==> src/core/adc_seq_regs.svh <==
// Purpose: register offsets, field positions, masks and timing counts of the converter sequencer
// Assumes: 16-bit registers on a word-index register port
// Notes:   included by bare name; definitions only
`ifndef ADC_SEQ_REGS_SVH
`define ADC_SEQ_REGS_SVH

// register indices on the plain register port
`define SEQ_CTRL_ADDR      4'h0
`define TIMING_CTRL_ADDR   4'h1
`define INPUT_SEL_ADDR     4'h2

// writable bit masks, unimplemented and reserved bits excluded
`define SEQ_CTRL_WMASK     16'hE43F
`define TIMING_CTRL_WMASK  16'h1FBF
`define INPUT_SEL_WMASK    16'h1F1F

// reset values
`define SEQ_CTRL_RST       16'h0000
`define TIMING_CTRL_RST    16'h0000
`define INPUT_SEL_RST      16'h0000

// sequence control fields
`define REF_SEL_MSB        15
`define REF_SEL_LSB        13
`define SCAN_EN_BIT        10
`define HALF_STATUS_BIT    7
`define SPI_MSB            5
`define SPI_LSB            2
`define SPLIT_MODE_BIT     1
`define ALT_MUX_BIT        0

// timing control fields
`define SAMPLE_TIME_MSB    12
`define SAMPLE_TIME_LSB    8
`define CLK_SOURCE_BIT     7
`define CLK_DIV_MSB        5
`define CLK_DIV_LSB        0

// input select fields
`define NEG_SECOND_BIT     12
`define POS_SECOND_MSB     11
`define POS_SECOND_LSB     8
`define NEG_FIRST_BIT      4
`define POS_FIRST_MSB      3
`define POS_FIRST_LSB      0

// conversion length in conversion clock periods
`define CONV_PERIODS       14
// words per buffer half
`define HALF_WORDS         8

`endif

==> src/core/adc_seq_pkg.sv <==
// Purpose: shared types of the converter sequencer
// Assumes: nothing
// Notes:   constants live in adc_seq_regs.svh
package adc_seq_pkg;
	typedef logic [3:0]  reg_addr_t;
	typedef logic [15:0] reg_data_t;
	typedef enum logic [1:0] {
		ST_IDLE,
		ST_SAMPLE,
		ST_CONVERT,
		ST_STORE
	} seq_state_e;
endpackage : adc_seq_pkg

==> src/core/conv_tick_if.sv <==
// Purpose: carries clock source choice, divider and tick between sequencer and tick generator
// Assumes: one clock domain
// Notes:   tick is a one-cycle pulse per conversion clock period
`timescale 1ns/1ps
interface conv_tick_if #(parameter int DIV_W = 6);
	logic             use_rc;
	logic [DIV_W-1:0] divider;
	logic             tick;
	modport gen (input use_rc, input divider, output tick);
	modport seq (output use_rc, output divider, input tick);
endinterface : conv_tick_if

==> src/core/adc_seq_ctrl.sv <==
// Purpose: sequence, timing and input-select control of a successive-approximation converter
// Assumes: trigger and enable come from logic on REF_CLK_I; analog front end outside
// Notes:   register port answers reads one cycle later; unmapped reads return zero
//
// Local design decisions: strobed register access and the placing of the registers.
`timescale 1ns/1ps
`include "adc_seq_regs.svh"

// How it works
// - The reference field picks supply/ground, external plus, external minus or both, and 1xx acts as 000.
// - Unimplemented bits of the three registers read zero and drop written values.
// - With scan on, the first-setting positive input steps through the inputs set in the scan mask.
// - The half status reads one while the upper half fills and zero while the lower half fills.
// - The sequence event fires after every count-field-plus-one completed sequences.
// - Split mode makes two eight-word halves, otherwise one sixteen-word buffer is filled.
// - With alternation on, the first sample uses the first setting, then second and first take turns.
// - Sampling lasts as many conversion clock periods as the sample-time field says, zero allowed.
// - Bit 12 of the input select picks the second-setting negative input, coded like bit 4.
// - Bits 11 to 8 pick the second-setting positive input, coded like bits 3 to 0.
// - A negative select of one connects analog input 1, zero connects the negative reference.
// - A positive select connects the analog input whose index equals the field.
// - A conversion lasts fourteen conversion clock periods and then writes one result word.
module adc_seq_ctrl
	import adc_seq_pkg::*;
#(
	parameter int CONV_PERIODS = `CONV_PERIODS,
	parameter int DIV_W        = 6
) (
	// clock and reset
	input  wire logic               REF_CLK_I,
	input  wire logic               RESETN_I,
	// register port
	input  wire adc_seq_pkg::reg_addr_t REG_ADDR_I,
	input  wire adc_seq_pkg::reg_data_t REG_WDATA_I,
	input  wire logic               REG_WR_I,
	input  wire logic               REG_RD_I,
	output adc_seq_pkg::reg_data_t  REG_RDATA_O,
	// control from the rest of the converter
	input  wire logic               ENABLE_I,
	input  wire logic               TRIGGER_I,
	input  wire logic [15:0]        SCAN_MASK_I,
	input  wire logic               RC_CLK_I,
	// analog front end steering
	output logic                    HIGH_REF_EXT_O,
	output logic                    LOW_REF_EXT_O,
	output logic [3:0]              POS_INPUT_O,
	output logic                    NEG_INPUT_AN1_O,
	output logic                    SAMPLING_O,
	output logic                    CONVERTING_O,
	// result buffer and event
	output logic                    RESULT_WE_O,
	output logic [3:0]              RESULT_ADDR_O,
	output logic                    SEQ_EVENT_O
);
	initial begin
		if (CONV_PERIODS < 2 || CONV_PERIODS > 63) begin
			$error("adc_seq_ctrl: CONV_PERIODS out of range");
		end
	end

	// next set scan input after cur, wrapping; cur when the mask is empty
	function automatic logic [3:0] next_scan(input logic [15:0] mask, input logic [3:0] cur);
		logic [3:0] idx;
		logic [3:0] res;
		logic       found;
		res   = cur;
		found = 1'b0;
		for (int i = 1; i <= 16; i++) begin
			idx = cur + i[3:0];
			if (!found && mask[idx]) begin
				res   = idx;
				found = 1'b1;
			end
		end
		return res;
	endfunction : next_scan

	// reset release through two flip-flops
	logic rst_meta_r;
	logic rst_n;
	always_ff @(posedge REF_CLK_I or negedge RESETN_I) begin
		if (!RESETN_I) begin
			rst_meta_r <= 1'b0;
			rst_n      <= 1'b0;
		end else begin
			rst_meta_r <= 1'b1;
			rst_n      <= rst_meta_r;
		end
	end

	// register file state
	reg_data_t seq_ctrl_r;
	reg_data_t seq_ctrl_nxt;
	reg_data_t timing_r;
	reg_data_t timing_nxt;
	reg_data_t input_sel_r;
	reg_data_t input_sel_nxt;
	reg_data_t rdata_r;
	reg_data_t rdata_nxt;
	logic      half_r;
	logic      half_nxt;

	// sequencer state
	seq_state_e state_r;
	seq_state_e state_nxt;
	logic [5:0] period_r;
	logic [5:0] period_nxt;
	logic [3:0] seq_cnt_r;
	logic [3:0] seq_cnt_nxt;
	logic [3:0] word_r;
	logic [3:0] word_nxt;
	logic       use_second_r;
	logic       use_second_nxt;
	logic [3:0] scan_idx_r;
	logic [3:0] scan_idx_nxt;

	// registered outputs
	logic       hi_ext_r;
	logic       hi_ext_nxt;
	logic       lo_ext_r;
	logic       lo_ext_nxt;
	logic [3:0] pos_r;
	logic [3:0] pos_nxt;
	logic       neg_r;
	logic       neg_nxt;
	logic       samp_r;
	logic       samp_nxt;
	logic       conv_r;
	logic       conv_nxt;
	logic       we_r;
	logic       we_nxt;
	logic [3:0] addr_r;
	logic [3:0] addr_nxt;
	logic       event_r;
	logic       event_nxt;

	// field views
	logic [2:0] ref_sel;
	logic       scan_en;
	logic [3:0] seq_per_int;
	logic       split_mode;
	logic       alt_mux;
	logic [4:0] sample_time;
	logic       tick;
	logic       seq_done;

	assign ref_sel     = seq_ctrl_r[`REF_SEL_MSB:`REF_SEL_LSB];
	assign scan_en     = seq_ctrl_r[`SCAN_EN_BIT];
	assign seq_per_int = seq_ctrl_r[`SPI_MSB:`SPI_LSB];
	assign split_mode  = seq_ctrl_r[`SPLIT_MODE_BIT];
	assign alt_mux     = seq_ctrl_r[`ALT_MUX_BIT];
	assign sample_time = timing_r[`SAMPLE_TIME_MSB:`SAMPLE_TIME_LSB];
	assign seq_done    = (seq_cnt_r >= seq_per_int); // a lowered count still ends the group

	// conversion clock tick generator
	conv_tick_if #(.DIV_W(DIV_W)) tick_bus ();
	assign tick_bus.use_rc  = timing_r[`CLK_SOURCE_BIT];
	assign tick_bus.divider = timing_r[DIV_W-1:0];
	assign tick             = tick_bus.tick;

	conv_tick_gen #(.DIV_W(DIV_W)) u_tick (
		.clk_i   (REF_CLK_I),
		.rst_n_i (rst_n),
		.rc_clk_i(RC_CLK_I),
		.tick_if (tick_bus)
	);

	// register writes and read data
	always_comb begin
		seq_ctrl_nxt  = seq_ctrl_r;
		timing_nxt    = timing_r;
		input_sel_nxt = input_sel_r;
		rdata_nxt     = '0;
		if (REG_WR_I) begin
			case (REG_ADDR_I)
				`SEQ_CTRL_ADDR: begin
					seq_ctrl_nxt = REG_WDATA_I & `SEQ_CTRL_WMASK;
				end
				`TIMING_CTRL_ADDR: begin
					timing_nxt = REG_WDATA_I & `TIMING_CTRL_WMASK;
				end
				`INPUT_SEL_ADDR: begin
					input_sel_nxt = REG_WDATA_I & `INPUT_SEL_WMASK;
				end
				default: begin
				end
			endcase
		end
		if (REG_RD_I) begin
			case (REG_ADDR_I)
				`SEQ_CTRL_ADDR: begin
					rdata_nxt = seq_ctrl_r;
					rdata_nxt[`HALF_STATUS_BIT] = half_r;
				end
				`TIMING_CTRL_ADDR: begin
					rdata_nxt = timing_r;
				end
				`INPUT_SEL_ADDR: begin
					rdata_nxt = input_sel_r;
				end
				default: begin
					rdata_nxt = '0;
				end
			endcase
		end
	end

	// sequencer: sample, convert, store, buffer bookkeeping
	always_comb begin
		state_nxt      = state_r;
		period_nxt     = period_r;
		seq_cnt_nxt    = seq_cnt_r;
		word_nxt       = word_r;
		use_second_nxt = use_second_r;
		scan_idx_nxt   = scan_idx_r;
		half_nxt       = half_r;
		we_nxt         = 1'b0;
		addr_nxt       = addr_r;
		event_nxt      = 1'b0;
		case (state_r)
			ST_IDLE: begin
				period_nxt = '0;
				if (TRIGGER_I) begin
					state_nxt = (sample_time == 5'h00) ? ST_CONVERT : ST_SAMPLE;
				end
			end
			ST_SAMPLE: begin
				if (tick) begin
					period_nxt = period_r + 6'h01;
					if (period_r + 6'h01 >= {1'b0, sample_time}) begin
						period_nxt = '0;
						state_nxt  = ST_CONVERT;
					end
				end
			end
			ST_CONVERT: begin
				if (tick) begin
					period_nxt = period_r + 6'h01;
					if (period_r == 6'(CONV_PERIODS - 1)) begin
						period_nxt = '0;
						state_nxt  = ST_STORE;
					end
				end
			end
			ST_STORE: begin
				state_nxt = ST_IDLE;
				we_nxt    = 1'b1;
				if (split_mode) begin
					addr_nxt = {half_r, word_r[2:0]};
				end else begin
					addr_nxt = word_r;
				end
				if (split_mode && word_r[2:0] == 3'h7) begin
					word_nxt = '0;
				end else begin
					word_nxt = word_r + 4'h1;
				end
				if (alt_mux) begin
					use_second_nxt = ~use_second_r;
				end else begin
					use_second_nxt = 1'b0;
				end
				if (scan_en && !use_second_r) begin
					scan_idx_nxt = next_scan(SCAN_MASK_I, scan_idx_r);
				end
				if (seq_done) begin
					seq_cnt_nxt = '0;
					event_nxt   = 1'b1;
					word_nxt    = '0;
					if (split_mode) begin
						half_nxt = ~half_r;
					end
				end else begin
					seq_cnt_nxt = seq_cnt_r + 4'h1;
				end
			end
			default: begin
				state_nxt = ST_IDLE;
			end
		endcase
		if (!ENABLE_I) begin
			state_nxt      = ST_IDLE;
			period_nxt     = '0;
			seq_cnt_nxt    = '0;
			word_nxt       = '0;
			use_second_nxt = 1'b0;
			scan_idx_nxt   = next_scan(SCAN_MASK_I, 4'hF);
			we_nxt         = 1'b0;
			event_nxt      = 1'b0;
		end
		// clearing alternation drops back to the first setting at once
		if (!alt_mux) begin
			use_second_nxt = 1'b0;
		end
	end

	// analog steering from the active multiplexer setting
	always_comb begin
		hi_ext_nxt = ~ref_sel[2] & ref_sel[0];
		lo_ext_nxt = ~ref_sel[2] & ref_sel[1];
		if (use_second_nxt) begin
			pos_nxt = input_sel_nxt[`POS_SECOND_MSB:`POS_SECOND_LSB];
			neg_nxt = input_sel_nxt[`NEG_SECOND_BIT];
		end else begin
			pos_nxt = scan_en ? scan_idx_nxt : input_sel_nxt[`POS_FIRST_MSB:`POS_FIRST_LSB];
			neg_nxt = input_sel_nxt[`NEG_FIRST_BIT];
		end
		samp_nxt = (state_nxt == ST_SAMPLE);
		conv_nxt = (state_nxt == ST_CONVERT);
	end

	// register everything
	always_ff @(posedge REF_CLK_I or negedge rst_n) begin
		if (!rst_n) begin
			seq_ctrl_r   <= `SEQ_CTRL_RST;
			timing_r     <= `TIMING_CTRL_RST;
			input_sel_r  <= `INPUT_SEL_RST;
			rdata_r      <= '0;
			half_r       <= 1'b0;
			state_r      <= ST_IDLE;
			period_r     <= '0;
			seq_cnt_r    <= '0;
			word_r       <= '0;
			use_second_r <= 1'b0;
			scan_idx_r   <= '0;
			hi_ext_r     <= 1'b0;
			lo_ext_r     <= 1'b0;
			pos_r        <= '0;
			neg_r        <= 1'b0;
			samp_r       <= 1'b0;
			conv_r       <= 1'b0;
			we_r         <= 1'b0;
			addr_r       <= '0;
			event_r      <= 1'b0;
		end else begin
			seq_ctrl_r   <= seq_ctrl_nxt;
			timing_r     <= timing_nxt;
			input_sel_r  <= input_sel_nxt;
			rdata_r      <= rdata_nxt;
			half_r       <= half_nxt;
			state_r      <= state_nxt;
			period_r     <= period_nxt;
			seq_cnt_r    <= seq_cnt_nxt;
			word_r       <= word_nxt;
			use_second_r <= use_second_nxt;
			scan_idx_r   <= scan_idx_nxt;
			hi_ext_r     <= hi_ext_nxt;
			lo_ext_r     <= lo_ext_nxt;
			pos_r        <= pos_nxt;
			neg_r        <= neg_nxt;
			samp_r       <= samp_nxt;
			conv_r       <= conv_nxt;
			we_r         <= we_nxt;
			addr_r       <= addr_nxt;
			event_r      <= event_nxt;
		end
	end

	// outputs straight from flip-flops
	assign REG_RDATA_O     = rdata_r;
	assign HIGH_REF_EXT_O  = hi_ext_r;
	assign LOW_REF_EXT_O   = lo_ext_r;
	assign POS_INPUT_O     = pos_r;
	assign NEG_INPUT_AN1_O = neg_r;
	assign SAMPLING_O      = samp_r;
	assign CONVERTING_O    = conv_r;
	assign RESULT_WE_O     = we_r;
	assign RESULT_ADDR_O   = addr_r;
	assign SEQ_EVENT_O     = event_r;
endmodule : adc_seq_ctrl

==> src/core/conv_tick_gen.sv <==
// Purpose: makes one tick per conversion clock period from the reference clock or the rc oscillator
// Assumes: reference clock is twice the instruction rate; rc oscillator is much slower
// Notes:   rc pin passes two flip-flops before the edge detector
`timescale 1ns/1ps
module conv_tick_gen #(
	parameter int DIV_W = 6
) (
	// clock and reset
	input  wire logic clk_i,
	input  wire logic rst_n_i,
	// rc oscillator pin
	input  wire logic rc_clk_i,
	// sequencer side
	conv_tick_if.gen  tick_if
);
	initial begin
		if (DIV_W < 1 || DIV_W > 16) begin
			$error("conv_tick_gen: DIV_W out of range");
		end
	end

	logic [DIV_W-1:0] cnt_r;
	logic [DIV_W-1:0] cnt_nxt;
	logic             rc_meta_r;
	logic             rc_sync_r;
	logic             rc_prev_r;
	logic             tick_r;
	logic             tick_nxt;

	// divide by divider+1 half instruction cycles, or take rc rising edges
	always_comb begin
		cnt_nxt  = cnt_r;
		tick_nxt = 1'b0;
		if (tick_if.use_rc) begin
			cnt_nxt  = '0;
			tick_nxt = rc_sync_r & ~rc_prev_r;
		end else if (cnt_r >= tick_if.divider) begin
			cnt_nxt  = '0;
			tick_nxt = 1'b1;
		end else begin
			cnt_nxt = cnt_r + 1'b1;
		end
	end

	// register counter, synchroniser and tick
	always_ff @(posedge clk_i or negedge rst_n_i) begin
		if (!rst_n_i) begin
			cnt_r     <= '0;
			rc_meta_r <= 1'b0;
			rc_sync_r <= 1'b0;
			rc_prev_r <= 1'b0;
			tick_r    <= 1'b0;
		end else begin
			cnt_r     <= cnt_nxt;
			rc_meta_r <= rc_clk_i;
			rc_sync_r <= rc_meta_r;
			rc_prev_r <= rc_sync_r;
			tick_r    <= tick_nxt;
		end
	end

	assign tick_if.tick = tick_r;
endmodule : conv_tick_gen

==> config.mk <==
export PLATFORM = sky130hd
export DESIGN_NAME = adc_seq_ctrl
export DESIGN_NICKNAME = d
export VERILOG_FILES = /design/src/core/adc_seq_pkg.sv /design/src/core/conv_tick_if.sv /design/src/core/adc_seq_ctrl.sv /design/src/core/conv_tick_gen.sv
export VERILOG_INCLUDE_DIRS = /design/src /design/src/core
export SDC_FILE = /design/constraint.sdc
export NUM_CORES = 1
export LEC_CHECK = 0
export BUFFER_PORTS_ARGS = -buffer_cell sky130_fd_sc_hd__buf_4
export CELL_PAD_IN_SITES_DETAIL_PLACEMENT = 1
export CELL_PAD_IN_SITES_GLOBAL_PLACEMENT = 2
export CORE_MARGIN = 3
export CORE_UTILIZATION = 25
export CTS_BUF_LIST = sky130_fd_sc_hd__clkbuf_8
export CTS_CLUSTER_SIZE = 16
export DETAILED_ROUTE_END_ITERATION = 8
export GPL_TIMING_DRIVEN = 0
export HOLD_SLACK_MARGIN = 0.12
export PLACE_DENSITY = 0.54
export SLEW_MARGIN = 20
export SYNTH_ARGS = -nofsm -noshare
export SYNTH_HDL_FRONTEND = slang
export SYNTH_HIERARCHICAL = 1
export SYNTH_SLANG_ARGS = --single-unit
==> constraint.sdc <==
create_clock -name REF_CLK_I -period 2.7 [get_ports REF_CLK_I]
set_input_delay 0.135 -clock REF_CLK_I [delete_from_list [all_inputs] [get_ports REF_CLK_I]]
set_output_delay 0.135 -clock REF_CLK_I [all_outputs]
set_load 0.05 [all_outputs]
Word level (Yosys, flattened, before mapping)
Cells that the tools add are included.
Widths: inputs -> output; s select.
- bits in registers: 97
- input bits: 43
- output and inout bits: 31
- logic and storage cells: 338
- $add $sub $neg: 19
- magnitude comparators: 19
- equality and inequality tests: 13
- multiplexer cells: 183
- bitwise logic cells: 7
- reduce and logical (&&, ||, !) cells: 70
- operator list (kind ; number):
    $mux 4 ; 45
    $mux 1 ; 102
    $lt 4x5->1 const B ; 16
    $bmux 1 s4 ; 16
    $pmux 16 s3 ; 1
    $mux 6 ; 7
    $add 4x4->4 const B ; 8
    $logic_and 1x1->1 ; 32
    $logic_not 1->1 ; 31
    $mux 13 ; 2
    $pmux 6 s3 ; 1
    $add 4x3->4 const B ; 4
    $mux 16 ; 1
    $mux 2 ; 7
    $add 4x1->4 const B ; 3
    $add 6x1->6 const B ; 2
    $add 4x2->4 const B ; 2
    $pmux 2 s4 ; 1
    $eq 2x2->1 const B ; 3
    $eq 6x4->1 const B ; 1
    $ge 6x5->1 ; 1
    $ge 6x6->1 ; 1
    $ne 3x2->1 const B ; 2
    $reduce_and 3->1 ; 2
    other kinds (13) ; 20

Logic depth before layout (Yosys ltp)
- depth after elaboration: 84
- gate-level depth with buffers: 18

Cells and area by module
Netlist, hierarchy kept.
- modules (own cells, without submodules) (module ; times used ; cells an instance ; area each (um2) ; seq. area each (um2)):
    adc_seq_ctrl ; 1 ; 614 ; 6369.9 ; 2152.1
    conv_tick_gen ; 1 ; 47 ; 526.8 ; 250.2

Least setup slack after synthesis
Ideal clock, no wire load.
- kind: register to register
- start point: register scan_idx_r[0]
- end point: register pos_r[2], in the netlist POS_INPUT_O[2]
- setup time: 0.073 ns
- arrival time: 4.319 ns
- data required time: 2.627 ns
- path slack: -1.692 ns
- stages on the path, launching flop included: 18
- path buffers: 5
- clock period less this slack: 4.392 ns
- cells stage by stage: dfrtp_1 -> buf_6 -> buf_12 -> buf_12 -> buf_2 -> inv_1 -> ha_1 -> buf_1 -> mux4_1 -> mux2i_1 -> mux2i_1 -> or4b_4 -> or3_4 -> o221ai_2 -> o311a_1 -> a2bb2oi_2 -> nand2_1 -> a2bb2oi_2
- cells in the longest elaborated chain, start to end: 84
- elaborated cells between the ends (all ways): 143
- those cells by class: add/sub: 15; mux: 98; reduce/logical: 30
- RTL lines (what ; RTL line ; text):
    from (decl) ; adc_seq_ctrl.sv:114 ; logic [3:0] scan_idx_r;
    from (signal assigned) ; adc_seq_ctrl.sv:346 ; scan_idx_r <= scan_idx_nxt;
    $add 4x1->4 ; adc_seq_ctrl.sv:69 ; idx = cur + i[3:0];
    $bmux 1 s4 ; adc_seq_ctrl.sv:70 ; if (!found && mask[idx]) begin
    $mux 1 (not written as such) ; adc_seq_ctrl.sv:70 ;
    $mux 1 ; adc_seq_ctrl.sv:70 ;
    $mux 1 ; adc_seq_ctrl.sv:263 ; if (scan_en && !use_second_r) begin
    $mux 1 ; adc_seq_ctrl.sv:220 ; case (state_r)
    $logic_not 1->1 ; adc_seq_ctrl.sv:70 ;
    $logic_and 1x1->1 ; adc_seq_ctrl.sv:70 ;
    [... 70 more ...] ; -- ;
    $mux 4 * ; adc_seq_ctrl.sv:70 ;
    $mux 4 * ; adc_seq_ctrl.sv:263 ;
    $mux 4 * ; adc_seq_ctrl.sv:220 ;
    $mux 4 * ; adc_seq_ctrl.sv:281 ; if (!ENABLE_I) begin
    net scan_idx_nxt[2] ; adc_seq_ctrl.sv:115 ; logic [3:0] scan_idx_nxt;
    $mux 4 * ; adc_seq_ctrl.sv:305 ; pos_nxt = scan_en ? scan_idx_nxt : input_sel_nxt[`POS_FIRST_MSB:`POS_FIRST_LSB];
    $mux 4 * ; adc_seq_ctrl.sv:301 ; if (use_second_nxt) begin
    net pos_nxt[2] ; adc_seq_ctrl.sv:123 ; logic [3:0] pos_nxt;
    to (signal assigned) ; adc_seq_ctrl.sv:349 ; pos_r <= pos_nxt;
    to (decl) ; adc_seq_ctrl.sv:122 ; logic [3:0] pos_r;
Mark *: on every way through the listed nets, which the timed path passes. The rest lies on a longest branch. The select of a mux whose other input is x is not followed.
A chain may end at the register's enable or synchronous reset.

Worst setup path in the final report
Ends and elaborated chain as after synthesis.

==> results.json <==
{
  "outcome": "finished, violations left",
  "violations": "negative setup slack",
  "dieWidth_um": 172,
  "fill_cells": 3023,
  "synth_top_family_by_area": "multiplexers",
  "mostFrequentLayoutCell": "buf_4",
  "grt_start_max_net_pins": 49,
  "finalCritPeriodShare_pct": 146,
  "worstRegToRegCells": 14,
  "ios": 74,
  "rows": 60,
  "muxShareOfSynthArea_pct": 22.9,
  "avgViaCountPerCell": 5.23,
  "wl_mm": 23.8,
  "areaGrowthSynthToFinish_pct": 28.5,
  "cts.clk_slew.worst_paths_ps": 90,
  "detailedRoute.firstIterationViolations": 337,
  "hp-class": "primary input to flip-flop",
  "place.gp.congestion": 0.816,
  "synth-edff-count": 0,
  "cp.required_ps": 3010,
  "rsz0062_at_grt": "true",
  "synth-warning-count": 6,
  "antenna-diode-count": 0,
  "setup_viol": 8,
  "worstPathMaxFanout": 7,
  "cts.sinks": 96,
  "fin_nets": 871,
  "synth_cell_types": 81,
  "yosys.area_share.simple_pct": 13.9,
  "hold_viol_final": 0,
  "power.leakage_uw": 0.00383,
  "final_cell_mix": "buf_4 (104), dfrtp_1 (92), mux2_2 (57), nor2_1 (52), nand2_1 (39)",
  "cts_made_buffers": 9,
  "whs_path_depth": 4,
  "ant_nets": 0,
  "drt-pass1-iter-count": 6,
  "crit_path_start_kind": "flip-flop",
  "syn_nets": 737,
  "numPortBuffers": 70,
  "hp-start": "TRIGGER_I",
  "peakVddDrop_v": 0.000315,
  "dp.final_hpwl_mm": 17.7,
  "reg2reg_from": "scan_idx_r[0]$_DFF_PN0_",
  "startpoint": "scan_idx_r[0]$_DFF_PN0_",
  "end_kind": "flip-flop",
  "cts_tree": "built",
  "start_util_pct": 25.5,
  "p_per_area_mw_per_mm2": 811,
  "insertion_delay_ps": 390,
  "max_freq_mhz": 254,
  "synth_xor_area_share_pct": 2.79,
  "die-area_mm2": 0.0296,
  "synth.yosys.seq_area_share_pct": 34.8,
  "setup-tns-final_ps": -8870,
  "fin_skew_ps": 13.5,
  "die_h_um": 172,
  "crit_type": "flip-flop to flip-flop",
  "synthCells": 661,
  "syn_area_per_cell_um2": 10.4,
  "cts.path.max_buffers": 2,
  "antenna_found_initial": 0,
  "r2r_end": "POS_INPUT_O[2]$_DFF_PN0_",
  "min_to": "state_r[1]$_DFF_PN0_",
  "drv_slew": 0,
  "ys.flop_type": "dfrtp_1",
  "yosys.area.top_type": "dfrtp_1",
  "drv_cap": 0,
  "final_layout_size_suffix_gt1_share_pct": 33.6,
  "final_util_pct": 32.8,
  "worstPathArrival_ps": 4250,
  "setup_ws_ps": -1240,
  "slew_headroom_pct": 40.6,
  "synth_adder_area_share_pct": 5.99,
  "async_reset_ff_share_pct": 100,
  "vias": 5968,
  "reg2reg_slack_ps": -1240,
  "gr-total-overflow": 0,
  "drcViolationCount": 0,
  "ys_ff_latch": 96,
  "first_global_vias": 6314,
  "gr-usage-all-layers_pct": 16.1,
  "synth_top_cell_area_share_pct": 34.8,
  "syn_area_mm2": 0.00690,
  "cts_root_buf": "clkbuf_8",
  "grt_first_pass_wirelength_mm": 37.2,
  "worst_pin_slew_ps": 879,
  "h-tree-depth": 3,
  "period_minus_slack_ps": 3940,
  "wl_per_cell_um": 20.8,
  "synth_compound_area_share_pct": 15.0,
  "core_mm2": 0.0270,
  "synth_area_leaders": "dfrtp_1 (35%), mux2_2 (9.5%), mux4_2 (7.5%)"
}
worst max-delay path, stage by stage, from the launching register on:
cell,delay (ps)
dfrtp_1,400
buf_6,140
buf_12,120
buf_12,130
buf_4,130
mux4_2,450
mux4_2,620
nor2_4,180
or4b_4,500
or3_4,390
o221ai_2,140
o311a_1,240
a2bb2oi_2,200
nand2_1,90
a2bb2oi_2,120
Yosys cell counts, types with 8 or more instances:
cell type  number
xor2_1          8
nand2_1        39
nor2_1         53
nor4_1          9
o22ai_1         8
mux2_2         58
mux2i_1        30
dfrtp_1        96
xnor2_1        14
a21oi_1        27
ha_1           33
and3_1          9
nand3_1        21
nor2b_1         9
clkbuf_1       12
mux4_2         23
o21ai_0        24
inv_1          38
metrics by stage:
stage / setup WS, ps / cell area [um2] / total power (uW) / std cells / hold WS (ps)
floorplan: -1030 / 7030 / 4620 / 661 / -161
global placement: -1950 / 7980 / 5730 / 1072 / -82.5
detailed placement: -2040 / 8010 / 5800 / 1073 / -81.4
CTS: -1240 / 8650 / 7000 / 1129 / 169
global route: -1390 / 8860 / 7690 / 1141 / 214
finish: -1240 / 8860 / 7190 / 1141 / 179
how the worst max path moves through the flow:
stage                                           to  depth (start not counted)
after floorplan           POS_INPUT_O[2]$_DFF_PN0_                         16
after global placement    POS_INPUT_O[1]$_DFF_PN0_                         15
after detailed placement  POS_INPUT_O[1]$_DFF_PN0_                         15
after CTS                 POS_INPUT_O[2]$_DFF_PN0_                         17
after global routing      POS_INPUT_O[2]$_DFF_PN0_                         16
final                     POS_INPUT_O[2]$_DFF_PN0_                         14
registers in the layout, summed over array words and instances, names as in the netlist, 2 cells and up:
| name | cells |
|---|---|
| period_r | 6 |
| seq_cnt_r | 4 |
| scan_idx_r | 4 |
| u_tick/cnt_r | 6 |
| state_r | 2 |
| timing_r | 12 |
| seq_ctrl_r | 10 |
| REG_RDATA_O | 15 |
| POS_INPUT_O | 4 |
| input_sel_r | 10 |
| RESULT_ADDR_O | 4 |
| word_r | 4 |
area by class of cell:
| cell class | count | area, um2 | share of cell area [%] |
|---|---|---|---|
| clock buffer | 9 | 124 | 1.40 |
| inverter | 39 | 159 | 1.79 |
| clock inverter | 7 | 55.1 | 0.621 |
| tap | 341 | 427 | 4.82 |
| buffer | 25 | 204 | 2.30 |
| multi-input combinational | 500 | 4450 | 50.2 |
| sequential | 96 | 2410 | 27.2 |
| timing repair buffer | 124 | 1030 | 11.6 |
routing by layer:
metal | vias up | share of wire, % | GRT usage, %
li1 | 2763 | - | -
met1 | 3056 | 47 | 22.4
met2 | 127 | 48 | 27.2
met3 | 22 | 3.1 | 1.42
met4 | 0 | 1.6 | 4.03
met5 | - | 0 | 0
repair_timing:
item	4_1_cts	5_1_grt
cloned	0	1
pin swaps	9	14
setup buffers	17	11
endpoints found under the setup margin	8	13
hold endpoints to repair	41	0
resized for setup	23	30
hold buffers	24	0
cell families after synthesis:
logic type,Yosys count
compound gates,141
xor+xnor,22
fa+ha+maj,33
buf+inv,65
flops,96
mux,115
other cells,2
simple gates,187
power by group:
part	internal, uW	switching, uW
logic	1850	2540
registers	1680	220
clock network	342	549
(Power assumes the default switching activity.)
